$ cat config.mk
export PLATFORM = sky130hd
export DESIGN_NAME = arpt_timer
export DESIGN_NICKNAME = d
export VERILOG_FILES = /design/src/core/arpt_pkg.sv /design/src/core/arpt_timer.sv
export SDC_FILE = /design/constraint.sdc
export NUM_CORES = 1
export LEC_CHECK = 0
export ABC_AREA = 1
export BUFFER_PORTS_ARGS = -buffer_cell sky130_fd_sc_hd__buf_2
export CAP_MARGIN = 10
export CORE_MARGIN = 3
export CORE_UTILIZATION = 45
export CTS_CLUSTER_SIZE = 14
export DETAILED_ROUTE_END_ITERATION = 8
export GPL_TIMING_DRIVEN = 1
export PLACE_DENSITY = 0.78
export RECOVER_POWER = 100
export SLEW_MARGIN = 20
export SYNTH_ARGS = -nofsm -noshare
export SYNTH_HDL_FRONTEND = slang
export SYNTH_SLANG_ARGS = --single-unit
$ cat constraint.sdc
create_clock -name hclk -period 2.2 [get_ports hclk]
set_input_delay 0.33 -clock hclk [delete_from_list [all_inputs] [get_ports hclk]]
set_output_delay 0.33 -clock hclk [all_outputs]
set_load 0.005 [all_outputs]
$ cat src/core/arpt_pkg.sv
// Package for the autoreload modulation timer: register map, fields, resets.
// Assumes an AHB-Lite slave with word-aligned byte registers in the low bits.
package arpt_pkg;
    // Register indices (printed offsets are not word aligned); byte address = 4 * index
    localparam logic [7:0] IDX_TIMER_CONTROL_STATUS  = 8'h0d;
    localparam logic [7:0] IDX_COUNTER_VALUE_HIGH    = 8'h0e;
    localparam logic [7:0] IDX_COUNTER_VALUE_LOW     = 8'h0f;
    localparam logic [7:0] IDX_RELOAD_VALUE_HIGH     = 8'h10;
    localparam logic [7:0] IDX_RELOAD_VALUE_LOW      = 8'h11;
    localparam logic [7:0] IDX_OUTPUT_ENABLE_REG     = 8'h12;
    localparam logic [7:0] IDX_OUTPUT_CONTROL_STATUS = 8'h13;
    localparam logic [7:0] IDX_DUTY_VALUE_HIGH       = 8'h17;
    localparam logic [7:0] IDX_DUTY_VALUE_LOW        = 8'h18;
    // Field positions
    localparam int CLK_SEL_LSB       = 3;
    localparam int OVF_FLAG_BIT      = 2;
    localparam int OVF_IE_BIT        = 1;
    localparam int CMP_IE_BIT        = 0;
    localparam int POLARITY_BIT      = 1;
    localparam int CMP_FLAG_BIT      = 0;
    localparam int OUT_EN_BIT        = 0;
    // Reset values
    localparam logic [11:0] COUNTER_RESET = 12'h000;
    localparam logic [7:0]  REG_RESET     = 8'h00;
    // Slow mode divides the counter input clock
    localparam int          SLOW_DIV      = 32;
    // Counter clock selections
    typedef enum logic [1:0] {
        ARPT_CLK_OFF  = 2'b00,
        ARPT_CLK_LITE = 2'b01,
        ARPT_CLK_CPU  = 2'b10,
        ARPT_CLK_RSVD = 2'b11
    } arpt_clksel_t;
endpackage

$ cat src/core/arpt_timer.sv
// 12-bit autoreload timer with one modulated output and an output compare.
// Assumes an AHB-Lite master, lite-timer tick and power-mode levels synchronous to hclk.
// How it works
// (RQ1) 12-bit up-counter ticks on selected clock, restarts from reload on overflow.
// (RQ2) Clock select: 00 off, 01 lite tick, 10 cpu clock, 11 reserved.
// (RQ3) New clock selection applies only after the next overflow; applied at once while off or reserved is active.
// (RQ4) Counter resets to zero and counts from zero once clocked.
// (RQ5) Overflow sets flag; reading control/status register clears it.
// (RQ6) Overflow flag stays high one counter clock period.
// (RQ7) Overflow interrupt only while its enable is set; reset clears enable.
// (RQ8) Compare interrupt enable gates compare flag interrupt; reset clears it.
// (RQ9) Modulation overflow: reload counter, load active duty, output high.
// (RQ10) Modulation mode: output low when counter equals active duty.
// (RQ11) Polarity bit inverts modulated output.
// (RQ12) Output enable drives pin as push-pull modulated output.
// (RQ13) Period is 4096 minus reload ticks, one tick resolution.
// (RQ14) Software keeps duty above reload; reload at most 4094.
// (RQ15) Duty high written first; compare suspended until low byte written.
// (RQ16) Compare mode: written duty takes effect immediately.
// (RQ17) Counter equal compare value sets compare flag, interrupt if enabled.
// (RQ18) Compare inactive while compare value is zero.
// (RQ19) Each overflow copies duty into shadow; modulation uses shadow, compare uses duty.
// (RQ20) Software reads counter low byte first, then high byte.
// (RQ21) Slow mode divides input clock by 32; wait no effect; halt stops.
// (RQ22) Active-halt stops timer unless lite tick selected and overflow interrupt enabled.
// (RQ23) Overflow wakes from wait, active-halt with lite tick; compare wakes wait only.
// (RQ24) Compare flag set on match; reading output control/status clears it.
// (RQ25) Overflow is advancing from 4095; counter reloads instead of wrapping.
//
// The register offsets and register access over AHB-Lite were decided locally.
`timescale 1ns/1ps
`default_nettype none
module arpt_timer
    import arpt_pkg::*;
#(
    parameter int CW = 12
) (
    // Clock, reset, enable
    input  wire logic        hclk,
    input  wire logic        hresetn,
    input  wire logic        clk_en,
    // AHB-Lite slave
    input  wire logic        hsel,
    input  wire logic [31:0] haddr,
    input  wire logic [1:0]  htrans,
    input  wire logic        hwrite,
    input  wire logic [2:0]  hsize,
    input  wire logic [31:0] hwdata,
    input  wire logic        hready,
    output logic      [31:0] hrdata,
    output logic             hreadyout,
    output logic             hresp,
    // Tick and power modes
    input  wire logic        lite_tick,
    input  wire logic        slow_mode,
    input  wire logic        wait_mode,
    input  wire logic        active_halt,
    input  wire logic        full_halt,
    // Interrupts and wake
    output logic             ovf_irq,
    output logic             cmp_irq,
    output logic             wake_req,
    // Modulated output pin
    output logic             modulated_output,
    output logic             modulated_output_oe
);
    localparam logic [CW-1:0] ALL_ONES = {CW{1'b1}};

    // Timer datapath registers
    logic [CW-1:0] counter_value_r;
    logic [CW-1:0] reload_value_r;
    logic [CW-1:0] duty_value_r;
    // Duty in force for the running period
    logic [CW-1:0] shadow_r;
    // Requested and active clock selections
    logic [1:0]    clksel_req_r;
    logic [1:0]    clksel_act_r;
    // Status flags, enables and pin state
    logic          overflow_flag_r;
    logic          overflow_irq_enable_r;
    logic          compare_irq_enable_r;
    logic          compare_flag_r;
    logic          polarity_r;
    logic          output_enable_bit_r;
    logic          cmp_locked_r;
    logic          pwm_level_r;
    // Divider state for slow mode
    logic [4:0]    slow_cnt_r;

    // Bus phase capture
    logic          dp_wr_r;
    logic          dp_rd_r;
    logic [7:0]    dp_idx_r;
    logic          ap_valid;
    logic          wr_en;
    logic [7:0]    wbyte;

    assign ap_valid  = hsel && hready && htrans[1];
    assign hreadyout = 1'b1;   // zero wait state
    assign hresp     = 1'b0;
    assign wr_en     = dp_wr_r && clk_en;
    assign wbyte     = hwdata[7:0];

    // Address phase latch. Only the word index is kept: each register
    // is one byte in bits 7:0, so hsize and byte lanes are ignored.
    always_ff @(posedge hclk or negedge hresetn) begin
        if (!hresetn) begin
            dp_wr_r  <= 1'b0;
            dp_rd_r  <= 1'b0;
            dp_idx_r <= 8'h00;
        end else if (clk_en) begin
            dp_wr_r  <= ap_valid && hwrite;
            dp_rd_r  <= ap_valid && !hwrite;
            dp_idx_r <= haddr[9:2];
        end
    end

    // Counter clock qualification and power modes
    logic raw_tick;
    logic slow_tick;
    logic halted;
    logic cnt_tick;
    logic overflow;
    always_comb begin
        unique case (arpt_clksel_t'(clksel_act_r))
            // (RQ2) clock select decode
            ARPT_CLK_LITE: raw_tick = lite_tick;
            ARPT_CLK_CPU:  raw_tick = 1'b1;
            default:       raw_tick = 1'b0;
        endcase
    end
    // (RQ21) slow divides by 32; wait ignored
    assign slow_tick = raw_tick && (!slow_mode || slow_cnt_r == 5'(SLOW_DIV - 1));
    // Lite tick with overflow interrupt on: the only setting
    // that keeps counting through active-halt
    logic lite_keepalive;
    assign lite_keepalive = clksel_act_r == ARPT_CLK_LITE && overflow_irq_enable_r;
    // (RQ22) active-halt exception for lite tick
    assign halted   = full_halt || (active_halt && !lite_keepalive);
    // Wait mode left out on purpose: the timer must keep
    // running so that its interrupts can end the wait
    assign cnt_tick = clk_en && slow_tick && !halted;
    // (RQ25) overflow on leaving all-ones
    assign overflow = cnt_tick && counter_value_r == ALL_ONES;

    // Slow mode prescaler. It counts qualifying input ticks, so the
    // divide applies to the selected clock, not to hclk.
    always_ff @(posedge hclk or negedge hresetn) begin
        if (!hresetn)
            slow_cnt_r <= 5'h00;
        else if (clk_en && raw_tick && slow_mode && !halted)
            slow_cnt_r <= slow_cnt_r + 5'h01;
    end

    // Counter. Overflow is taken on leaving all-ones, so a period is
    // 4096 minus the reload; a reload of 4095 leaves no room for a duty
    // value above it, hence software keeps the reload at 4094 or less.
    always_ff @(posedge hclk or negedge hresetn) begin
        if (!hresetn) begin
            // (RQ4) starts at zero
            counter_value_r <= COUNTER_RESET;
        end else if (overflow) begin
            // (RQ1) reload on overflow
            counter_value_r <= reload_value_r;
        end else if (cnt_tick) begin
            // (RQ13) period 4096 minus reload
            counter_value_r <= counter_value_r + 1'b1;
        end
    end

    // A stopped counter never overflows, so a selection that stops it
    // (off or the reserved code) gives way at once; otherwise only a
    // reset could start the timer again.
    logic sel_stopped;
    assign sel_stopped = clksel_act_r == ARPT_CLK_OFF || clksel_act_r == ARPT_CLK_RSVD;

    // Clock selection, applied at overflow or from the stopped state
    always_ff @(posedge hclk or negedge hresetn) begin
        if (!hresetn) begin
            clksel_act_r <= 2'b00;
        end else if (clk_en && (overflow || sel_stopped)) begin
            // (RQ3) change waits for overflow
            clksel_act_r <= clksel_req_r;
        end
    end

    // Flag values handed out by the read now in its data phase. A flag
    // set on the address-phase edge was not seen by software and must
    // survive the clear, or the event would be lost unreported.
    logic ovf_seen_r;
    logic cmp_seen_r;
    always_ff @(posedge hclk or negedge hresetn) begin
        if (!hresetn) begin
            ovf_seen_r <= 1'b0;
            cmp_seen_r <= 1'b0;
        end else if (clk_en) begin
            ovf_seen_r <= overflow_flag_r;
            cmp_seen_r <= compare_flag_r;
        end
    end

    // Overflow flag: held one counter clock period, cleared by status read
    logic ovf_clr;
    assign ovf_clr = dp_rd_r && clk_en && ovf_seen_r &&
                     dp_idx_r == IDX_TIMER_CONTROL_STATUS;
    always_ff @(posedge hclk or negedge hresetn) begin
        if (!hresetn)
            overflow_flag_r <= 1'b0;
        else if (overflow)
            // (RQ5) set wins over read clear
            // Overflow is itself a tick, so the tick clear below
            // cannot cut the flag short in its first cycle.
            overflow_flag_r <= 1'b1;
        else if (ovf_clr || cnt_tick)
            // (RQ6) lasts one counter tick
            overflow_flag_r <= 1'b0;
    end

    // Control register writes. Reserved bits are not stored and read
    // back as zero; the overflow flag bit ignores writes.
    always_ff @(posedge hclk or negedge hresetn) begin
        if (!hresetn) begin
            clksel_req_r          <= 2'b00;
            overflow_irq_enable_r <= 1'b0;
            compare_irq_enable_r  <= 1'b0;
            polarity_r            <= 1'b0;
            output_enable_bit_r   <= 1'b0;
            reload_value_r        <= COUNTER_RESET;
        end else if (wr_en) begin
            unique case (dp_idx_r)
                IDX_TIMER_CONTROL_STATUS: begin
                    clksel_req_r          <= wbyte[CLK_SEL_LSB +: 2];
                    // (RQ7) overflow enable
                    overflow_irq_enable_r <= wbyte[OVF_IE_BIT];
                    // (RQ8) compare enable
                    compare_irq_enable_r  <= wbyte[CMP_IE_BIT];
                end
                IDX_RELOAD_VALUE_HIGH:     reload_value_r[CW-1:8] <= wbyte[CW-9:0];
                IDX_RELOAD_VALUE_LOW:      reload_value_r[7:0]    <= wbyte;
                IDX_OUTPUT_ENABLE_REG:     output_enable_bit_r    <= wbyte[OUT_EN_BIT];
                IDX_OUTPUT_CONTROL_STATUS: polarity_r             <= wbyte[POLARITY_BIT];
                default: ;
            endcase
        end
    end

    // Duty registers and compare lock. The lock opens only on the low
    // byte, so a high byte written just before a match can cost one
    // compare; software updates duty right after an overflow.
    always_ff @(posedge hclk or negedge hresetn) begin
        if (!hresetn) begin
            duty_value_r <= COUNTER_RESET;
            cmp_locked_r <= 1'b0;
        end else if (wr_en && dp_idx_r == IDX_DUTY_VALUE_HIGH) begin
            // (RQ15) high byte locks compare
            duty_value_r[CW-1:8] <= wbyte[CW-9:0];
            cmp_locked_r         <= 1'b1;
        end else if (wr_en && dp_idx_r == IDX_DUTY_VALUE_LOW) begin
            // (RQ16) takes effect at once
            duty_value_r[7:0] <= wbyte;
            cmp_locked_r      <= 1'b0;
        end
    end

    // Copied even with only the high byte rewritten, so one period may
    // run on a mixed duty value until the low byte follows.
    // (RQ19) shadow copy at every overflow
    always_ff @(posedge hclk or negedge hresetn) begin
        if (!hresetn)
            shadow_r <= COUNTER_RESET;
        else if (overflow)
            shadow_r <= duty_value_r;
    end

    // Compare source and match. Qualified by a tick, so a stopped
    // counter resting on the compare value sets the flag only once.
    logic [CW-1:0] cmp_value;
    logic          match;
    assign cmp_value = output_enable_bit_r ? shadow_r : duty_value_r;
    // (RQ18) zero compare value inactive
    assign match = clk_en && !cmp_locked_r && cmp_value != COUNTER_RESET &&
                   counter_value_r == cmp_value && cnt_tick;

    // Compare flag, cleared by output status read; set wins
    logic cmp_clr;
    assign cmp_clr = dp_rd_r && clk_en && cmp_seen_r &&
                     dp_idx_r == IDX_OUTPUT_CONTROL_STATUS;
    always_ff @(posedge hclk or negedge hresetn) begin
        if (!hresetn)
            compare_flag_r <= 1'b0;
        else if (match)
            // (RQ17) match sets flag
            compare_flag_r <= 1'b1;
        else if (cmp_clr)
            // (RQ24) read clears flag
            compare_flag_r <= 1'b0;
    end

    // Waveform level. Overflow wins over a match in the same tick, so a
    // duty of 4095 keeps the level high for the whole period.
    always_ff @(posedge hclk or negedge hresetn) begin
        if (!hresetn)
            pwm_level_r <= 1'b0;
        else if (overflow)
            // (RQ9) high at overflow
            pwm_level_r <= 1'b1;
        else if (match && output_enable_bit_r)
            // (RQ10) low at duty match
            pwm_level_r <= 1'b0;
    end

    // Interrupt and wake requests ahead of the output flops
    logic ovf_req;
    logic cmp_req;
    logic ovf_wake;
    logic cmp_wake;
    // (RQ7) overflow request needs its enable
    assign ovf_req  = overflow_flag_r && overflow_irq_enable_r;
    // (RQ8) compare request needs its enable
    assign cmp_req  = compare_flag_r && compare_irq_enable_r;
    // Overflow ends wait, and active-halt only on the lite tick;
    // a compare ends wait only
    assign ovf_wake = ovf_req && (wait_mode || (active_halt && clksel_act_r == ARPT_CLK_LITE));
    assign cmp_wake = cmp_req && wait_mode;

    // Pin and interrupt outputs, registered
    always_ff @(posedge hclk or negedge hresetn) begin
        if (!hresetn) begin
            modulated_output    <= 1'b0;
            modulated_output_oe <= 1'b0;
            ovf_irq             <= 1'b0;
            cmp_irq             <= 1'b0;
            wake_req            <= 1'b0;
        end else if (clk_en) begin
            // (RQ11) polarity inverts
            modulated_output    <= (pwm_level_r ^ polarity_r) && output_enable_bit_r;
            // (RQ12) push-pull drive when enabled
            modulated_output_oe <= output_enable_bit_r;
            ovf_irq             <= ovf_req;
            cmp_irq             <= cmp_req;
            // (RQ23) wake sources per mode
            wake_req            <= ovf_wake || cmp_wake;
        end
    end

    // Read data, registered at the address-phase edge so it stands for
    // the whole data phase. A read right behind a write to the same
    // register sees the old byte; leave one idle cycle between them.
    // A carry between the two counter byte reads can tear the value.
    // (RQ20) no latch: software reads low byte then high byte
    logic [7:0] rbyte;
    always_comb begin
        rbyte = REG_RESET;
        unique case (haddr[9:2])
            IDX_TIMER_CONTROL_STATUS:  rbyte = {3'b000, clksel_req_r, overflow_flag_r,
                                                overflow_irq_enable_r, compare_irq_enable_r};
            IDX_COUNTER_VALUE_HIGH:    rbyte = {4'h0, counter_value_r[CW-1:8]};
            IDX_COUNTER_VALUE_LOW:     rbyte = counter_value_r[7:0];
            IDX_RELOAD_VALUE_HIGH:     rbyte = {4'h0, reload_value_r[CW-1:8]};
            IDX_RELOAD_VALUE_LOW:      rbyte = reload_value_r[7:0];
            IDX_OUTPUT_ENABLE_REG:     rbyte = {7'h00, output_enable_bit_r};
            IDX_OUTPUT_CONTROL_STATUS: rbyte = {6'h00, polarity_r, compare_flag_r};
            IDX_DUTY_VALUE_HIGH:       rbyte = {4'h0, duty_value_r[CW-1:8]};
            IDX_DUTY_VALUE_LOW:        rbyte = duty_value_r[7:0];
            default:                   rbyte = REG_RESET;
        endcase
    end
    always_ff @(posedge hclk or negedge hresetn) begin
        if (!hresetn)
            hrdata <= 32'h0000_0000;
        else if (clk_en && ap_valid && !hwrite)
            hrdata <= {24'h000000, rbyte};
    end
endmodule
`default_nettype wire

==> metrics.yaml, run 1 <==
peakVddDrop_uv: 653
maxSlewHeadroom_pct: 29.8
viasPerCell: 5.24
hold_class: "in -> reg"
finClkSkew_ns: 0.0145
setup_tns_ns: 0
slew_viol_final: 0
rsz0062_at_grt: "yes"
areaGrowthSynthToFinish_pct: 10.3
ioPinCount: 119
htreeDepth: 3
hold_viol_final: 0
worstMarginPinSlew_ns: 1.05
dr.pass1.iters: 6
crit_required_ns: 2.45
num_rows: 37
diodes: 0
synth-main-ff-cell: "dfrtp_1"
cts_tree: "yes"
grt_pass1_wl_mm: 20.9
wl_per_cell_um: 14.2
die_y_um: 112
powerDensity_nw_per_um2: 654
critPathKind: "reg -> reg"
ys_ff_latch: 90
grt_remaining_overflow: 0
routed_wl_mm: 12.4
cts.sinks: 90
postSynthCellCount: 679
rrSetupSlack_ns: 0.19
yosysTopAreaCell: "dfrtp_1"
synth_edf_count: 0
die_w_um: 112
dieArea_um2: 12400
clockBufferDepth: 2
yosysUniqueCellTypes: 39
gp_congestion: 0.915
synth_top_cell_area_share_pct: 44.9
maxCapViolCount: 0
port-buffer-count: 40
async_reset_ff_share_pct: 100
netlist_area_um2: 5010
root_buffer: "clkbuf_8"
setup_viol: 0
yosysWarnings: 0
grt_max_degree: 42
core_um2: 10600
seq_area_frac_synth_pct: 44.9
start_util_pct: 47.3
synthTopCellsByArea: "dfrtp_1 45%, nand2_1 17%, nand3_1 5.6%"
clk_pin_slew_ns: 0.09
status: "completed"
setup.worst_path.start_class: "flop"
clock.fmax_mhz: 498
ant_nets: 0
instances_no_fill: 872
drt_iter0_drc: 487
antenna_found_initial: 0
worstPathMaxFanout: 10
hpwl_mm: 9.39
fin_crit_sh_pct: 91.3
drive_gt1_share_pct: 10.6
nets: 816
num_vias: 4572
post-route-drc-count: 0
cts_buffers: 9
worstSkewPairLatency_ns: 0.37
synth.avg_cell_area_um2: 7.39
track_usage_pct: 20.6
place_inst: 854
leakagePower_nw: 2.85
period_minus_slack_ns: 2.01
grt_pass1_vias: 4247
end_kind: "flop"
worstPathArrival_ns: 2.26
[logic make-up (layout without fill, tap and decap cells)]
group                      Yosys count  after routing  share of synthesized area, %
AOI/OAI and AO/OA                   90             90                          9.68
and+or+nand+nor                    366            366                          31.0
buffers and inverters              114            147                          10.8
adders and majority gates            5              5                          1.25
other                                2             26                         0.150
xor gates and xnor gates             9              9                          1.57
DFF                                 90             90                          44.9
muxes                                3              3                         0.649
[registers in the layout, summed over array words and instances (netlist names), 5 cells and up]
signal,cells
counter_value_r,12
duty_value_r,12
reload_value_r,12
shadow_r,12
dp_idx_r,8
hrdata,8
slow_cnt_r,5
[worst max-delay path: stages, from the launching register on]
cell	delay, ns
dfrtp_1	0.39
ha_1	0.17
nand2_1	0.06
nor2_1	0.09
ha_1	0.14
inv_1	0.04
nand2_1	0.05
nand3b_1	0.11
nor2_4	0.25
inv_4	0.11
nor2_4	0.14
inv_1	0.07
o21ai_0	0.16
o211ai_1	0.11
[cells in the final DEF, fill, tap and decap left out, types with 2 or more instances in the layout]
cell and instances:
xnor2_1 3, a21oi_1 11, mux2_2 2, nand2_1 228, o21ai_2 2, nand3_2 2
clkbuf_1 10, buf_4 12, nor2_4 3, o21ai_0 54, clkinvlp_4 2, o31ai_1 2
conb_1 26, ha_1 5, nand4_1 15, o22ai_1 2, nor4_1 4, xor2_1 6
buf_2 36, nor2_1 43, nor3_1 10, clkbuf_8 12, clkbuf_2 3, nand3_1 56
inv_1 70, nand3b_1 2, o21ai_1 12, dfrtp_1 90
[cell usage after synthesis (all sizes together) (3+ instances only)]
master and count:
inv 71, nand2 230, xor2 6, nor2 46, xnor2 3, ha 5
dfrtp 90, buf 34, nor3 11, o21ai 68, a21oi 11, nand3 58
clkbuf 8, nor4 4, nand4 15
[power by group]
| group | total [W] | internal, W | switching [W] |
|---|---|---|---|
| Combinational | 0.000651 | 0.000239 | 0.000413 |
| Sequential | 0.00189 | 0.00176 | 0.000128 |
| Clock | 0.00108 | 0.000506 | 0.000569 |
[metal layers]
layer	part of all wire (%)	global-route usage, %	up-vias
li1	-	-	2240
met1	45	28.3	2113
met2	46	32.7	194
met3	7.2	3.26	25
met4	2.1	8.19	0
met5	0	0	-
[path summary, 6_finish.rpt]
check                                     startpoint                         endpoint  cells past startpoint
max in group asynchronous                    hresetn          shadow_r[2]$_DFFE_PN0P_                      3
hold reg to reg              shadow_r[5]$_DFFE_PN0P_          shadow_r[5]$_DFFE_PN0P_                      2
min in group asynchronous                    hresetn   counter_value_r[1]$_DFFE_PN0P_                      2
setup / recovery           slow_cnt_r[0]$_DFFE_PN0P_  counter_value_r[10]$_DFFE_PN0P_                     13
setup reg to reg           slow_cnt_r[0]$_DFFE_PN0P_  counter_value_r[10]$_DFFE_PN0P_                     13
hold / removal                                hwrite              dp_wr_r$_DFFE_PN0P_                      2
[per-stage QoR]
step           setup slack (ns)  utilization (%)  cell area (um^2)  hold slack (ns)  power, W
4_1_cts                   0.102             52.3              5550            0.190   0.00362
5_1_grt                 0.00361             52.2              5530            0.215   0.00379
6_report                  0.192             52.2              5530            0.203   0.00362
2_1_floorplan             0.338                -              5100           0.0344   0.00238
3_3_place_gp             0.0699             50.4              5350            0.354   0.00254
3_5_place_dp            0.00419             50.4              5350            0.352   0.00256
[timing repair]
action | 4_1_cts | 5_1_grt
pin swaps | 0 | 1
buffers inserted | 0 | 1
gates resized for setup | 1 | 4
hold buffers | 1 | 0
gates cloned | 0 | 0
endpoints found under the setup margin | 1 | 6
endpoints found under the hold margin | 38 | 0
[layout make-up]
type,count,area (um^2)
clock buffer,15,176
clock inverter,1,7.51
fill,1028,5070
inverter,72,277
multi-input combinational,499,2330
sequential,90,2250
tap,136,170
timing repair buffer,59,322
No activity file was read; power rests on OpenSTA's default activity.
==> run 2, diff against run 1 <==
--- a/config.mk
+++ b/config.mk
@@ -5,7 +5,6 @@
 export SDC_FILE = /design/constraint.sdc
 export NUM_CORES = 1
 export LEC_CHECK = 0
-export ABC_AREA = 1
 export BUFFER_PORTS_ARGS = -buffer_cell sky130_fd_sc_hd__buf_2
 export CAP_MARGIN = 10
 export CORE_MARGIN = 3
@@ -13,7 +12,7 @@
 export CTS_CLUSTER_SIZE = 14
 export DETAILED_ROUTE_END_ITERATION = 8
 export GPL_TIMING_DRIVEN = 1
-export PLACE_DENSITY = 0.78
+export PLACE_DENSITY = 0.69
 export RECOVER_POWER = 100
 export SLEW_MARGIN = 20
 export SYNTH_ARGS = -nofsm -noshare
==> run 2 against run 1 <==
  * The run now ends with max-capacitance violations, max-slew violations, negative setup slack left
  * Sequential share of layout area is 1.9 points lower
  * Clock-buffer cell count is 4 lower
  * Hold slack worse by 0.0044 ns
  * Largest cell class unchanged
  * Register-to-register slack worse by 0.36 ns
  * Clock skew is 0.0014 ns lower
==> metrics.yaml, run 2 <==
yosysTopAreaCell: "dfrtp_1"  # unchanged
cp_slowest_stage_delay_ns: 0.47  # was 0.39 ns
end_kind: "flop"  # unchanged
most-common-layout-cells: "90 x dfrtp_1, 51 x mux2_2, 39 x buf_2"  # was 228 x nand2_1, 90 x dfrtp_1, 70 x inv_1
multiInputGateArea_um2: 2510  # was 2330 um^2
ioPinCount: 119  # unchanged
hold_class: "in -> reg"  # unchanged
p_int_w: 0.00226  # was 0.00251 W
p_sw_w: 0.000713  # was 0.00111 W
clockBufferDepth: 2  # unchanged
period_minus_slack_ns: 2.37  # was 2.01 ns
nets: 597  # was 816
fin_crit_sh_pct: 108  # was 91.3%
use_met1_pct: 29.4  # was 28.3%
start_util_pct: 46.6  # was 47.3%
ys_ff_latch: 90  # unchanged
routed_wl_mm: 12.4  # about the same
antenna_found_initial: 0  # unchanged
clock.fmax_mhz: 422  # was 498 MHz
die_w_um: 110  # was 112 um
worstRegToRegCells: 9  # was 13
die_y_um: 110  # was 112 um
cts.sinks: 90  # unchanged
clk_pin_slew_ns: 0.08  # was 0.09 ns
yosysUniqueCellTypes: 56  # was 39
hold_depth: 2  # unchanged
crit_required_ns: 2.45  # about the same
leakagePower_nw: 2.71  # was 2.85 nW
cts_buffers: 9  # unchanged
finClkSkew_ns: 0.0131  # was 0.0145 ns
globalRoute.busiestLayer: "met2"  # unchanged
p_sw_share_pct: 24.0  # was 30.7%
synth_edf_count: 0  # unchanged
synth_top_cell_area_share_pct: 46.4  # was 44.9%
final_common_cell: "dfrtp_1"  # was nand2_1
seqPwrFrac_pct: 57.2  # was 52.3%
violations: "max-capacitance violations, max-slew violations, negative setup slack"
hpwl_mm: 9.03  # was 9.39 mm
dr.pass1.iters: 5  # was 6
met2_usage_pct: 31.6  # was 32.7%
worst_hold_slack_ns: 0.198  # was 0.203 ns
yosysWarnings: 0  # unchanged
rsz0062_at_grt: "yes"  # unchanged
cts_tree: "yes"  # unchanged
maxSlewHeadroom_pct: -8.32  # was 29.8%
areaGrowthSynthToFinish_pct: 19.3  # was 10.3%
async_reset_ff_share_pct: 100  # unchanged
grt_remaining_overflow: 0  # unchanged
synthTopCellsByArea: "dfrtp_1 46%, mux2_2 15%, buf_4 4.2%"  # was dfrtp_1 45%, nand2_1 17%, nand3_1 5.6%
synth.avg_cell_area_um2: 11.1  # was 7.39 um^2
seq_area_frac_synth_pct: 46.4  # was 44.9%
grt_max_degree: 45  # was 42
netlist_area_um2: 4860  # was 5010 um^2
worstPathArrival_ns: 2.62  # was 2.26 ns
drt_iter0_drc: 261  # was 487
synth-main-ff-cell: "dfrtp_1"  # unchanged
grt_pass1_wl_mm: 18.7  # was 20.9 mm
post-route-drc-count: 0  # unchanged
slew_viol_final: 28  # was 0
viasPerCell: 5.74  # was 5.24
htreeDepth: 3  # unchanged
ant_nets: 0  # unchanged
status: "finished, violations left"  # was completed
dieArea_um2: 12100  # was 12400 um^2
grt_pass1_vias: 3462  # was 4247
clkPwrFrac_pct: 36.2  # was 29.7%
hold_viol_final: 0  # unchanged
ys_top_cells_by_count: "90 x dfrtp_1, 64 x mux2_2, 27 x buf_4"  # was 228 x nand2_1, 90 x dfrtp_1, 70 x inv_1
slowest_stage: "a2111o_1"  # was dfrtp_1
postSynthCellCount: 439  # was 679
cp_common_cell: "buf_12"
place_ws_ns: -0.246  # was 0.00419 ns
p_comb_share_pct: 6.6  # was 18.0%
path_cells: "inv_2 > ha_4 > nand2_2 > a2111o_1 > nor4b_4 > buf_6 > buf_12 > buf_12 > mux2_4"  # was ha_1 > nand2_1 > nor2_1 > ha_1 > inv_1 > nand2_1 > nand3b_1 > nor2_4 > inv_4 > nor2_4 > inv_1 > o21ai_0 > o211ai_1
drive_gt1_share_pct: 35.7  # was 10.6%
num_vias: 3736  # was 4572
root_buffer: "clkbuf_8"  # unchanged
yosys.cell_count.top_type: "dfrtp_1"  # was nand2_1
worstMarginPinSlew_ns: 1.62  # was 1.05 ns
grt_use_met3_pct: 4.64  # was 3.26%
worstPathMaxFanout: 8  # was 10
p_total_w: 0.00297  # was 0.00362 W
maxCapViolCount: 1  # was 0
port-buffer-count: 40  # unchanged
core_um2: 10400  # was 10600 um^2
worst_slack_ns: -0.169  # was 0.192 ns
diodes: 0  # unchanged
num_rows: 37  # unchanged
setup_viol: 23  # was 0
worstSkewPairLatency_ns: 0.37  # about the same
seqCellArea_um2: 2250  # unchanged
powerDensity_nw_per_um2: 513  # was 654 nW/um^2
peakVddDrop_uv: 272  # was 653 uV
gp_congestion: 0.963  # was 0.915
setup.worst_path.start_class: "flop"  # unchanged
critPathKind: "reg -> reg"  # unchanged
wl_per_cell_um: 19.0  # was 14.2 um
track_usage_pct: 20.8  # was 20.6%
nFillCells: 865  # was 1028
-- run 2: cell types whose count changed after synthesis, moves of 25 or more --
cell,delta
inv_1,-55
mux2_2,+62
nand2_1,-205
nand3_1,-49
nor2_1,-25
o21ai_0,-39
-- run 2: per-stage QoR --
step | area, um^2 | cells | util, % | TNS, ns
after CTS | 5610 | 643 | 53.9 | -1.50
final | 5800 | 651 | 55.6 | -2.51
after detailed placement | 5280 | 624 | 50.7 | -4.47
after global placement | 5280 | 624 | 50.7 | -3.58
after global routing | 5800 | 651 | 55.6 | -4.89
after floorplan | 4950 | 463 | - | 0
-- run 2: area by class of cell --
cell class              count  share of cell area, %
repair buffers             86                   10.9
well taps                 136                   2.94
clock inverters             3                  0.734
clock buffers              11                   2.27
inverters                  15                  0.972
flip-flops and latches     90                   38.9
multi-input cells         310                   43.3
-- run 2: cell families (layout without fill, tap and decap cells) --
group                    after synthesis  count (layout)  share of synthesized area, %
AND/OR/NAND/NOR                      107             107                          12.6
flip-flops                            90              90                          46.4
multiplexers                          79              79                          17.9
AO/OA/AOI/OAI                         78              78                          11.6
buffers and inverters                 63             115                          7.39
XOR/XNOR                              15              15                          2.70
adder cells (fa/ha/maj)                5               5                          1.29
other                                  2              26                         0.155
-- run 2: critical path: cells and delay by family, from the launching register on --
kind | cells | cell delay (ns)
flops | 1 | 0.44
fa+ha+maj | 1 | 0.16
mux | 1 | 0.30
compound gates | 1 | 0.47
simple gates | 2 | 0.36
buf+inv | 4 | 0.53
-- run 2: path summary, 6_finish.rpt --
| kind | from | end | slack (ns) |
|---|---|---|---|
| max | clksel_act_r[1]$_DFFE_PN0P_ | shadow_r[3]$_DFFE_PN0P_ | -0.17 |
| min | hwdata[5] | duty_value_r[5]$_DFFE_PN0P_ | 0.20 |
| max reg2reg | clksel_act_r[1]$_DFFE_PN0P_ | shadow_r[3]$_DFFE_PN0P_ | -0.17 |
| min reg2reg | hrdata[4]$_DFFE_PN0P_ | hrdata[4]$_DFFE_PN0P_ | 0.48 |
| max in group asynchronous | hresetn | hrdata[0]$_DFFE_PN0P_ | 0.25 |
| min in group asynchronous | hresetn | counter_value_r[3]$_DFFE_PN0P_ | 0.90 |
-- run 2: power groups by stage --
stage	registers [W]	clock network [W]	logic, W
2_1_floorplan	0.00172	0	0.000122
3_3_place_gp	0.00173	0	0.000184
3_5_place_dp	0.00173	0	0.000189
4_1_cts	0.00170	0.00109	0.000192
5_1_grt	0.00171	0.00116	0.000220
6_report	0.00170	0.00108	0.000195
-- run 2: repair_timing --
| action | 4_1_cts | 5_1_grt |
|---|---|---|
| setup buffers | 3 | 9 |
| endpoints found under the hold margin | 26 | 0 |
| gates cloned | 1 | 0 |
| hold buffers | 1 | 0 |
| pin swaps | 3 | 13 |
| gates resized for setup | 22 | 31 |
| setup endpoints to repair | 27 | 29 |
-- run 2: layer usage --
metal	wire (um)	up-vias	share of wire (%)
met1	5750	1871	47
li1	-	1710	-
met2	5740	136	46
met4	166	0	1.3
met5	0	-	0
met3	704	19	5.7
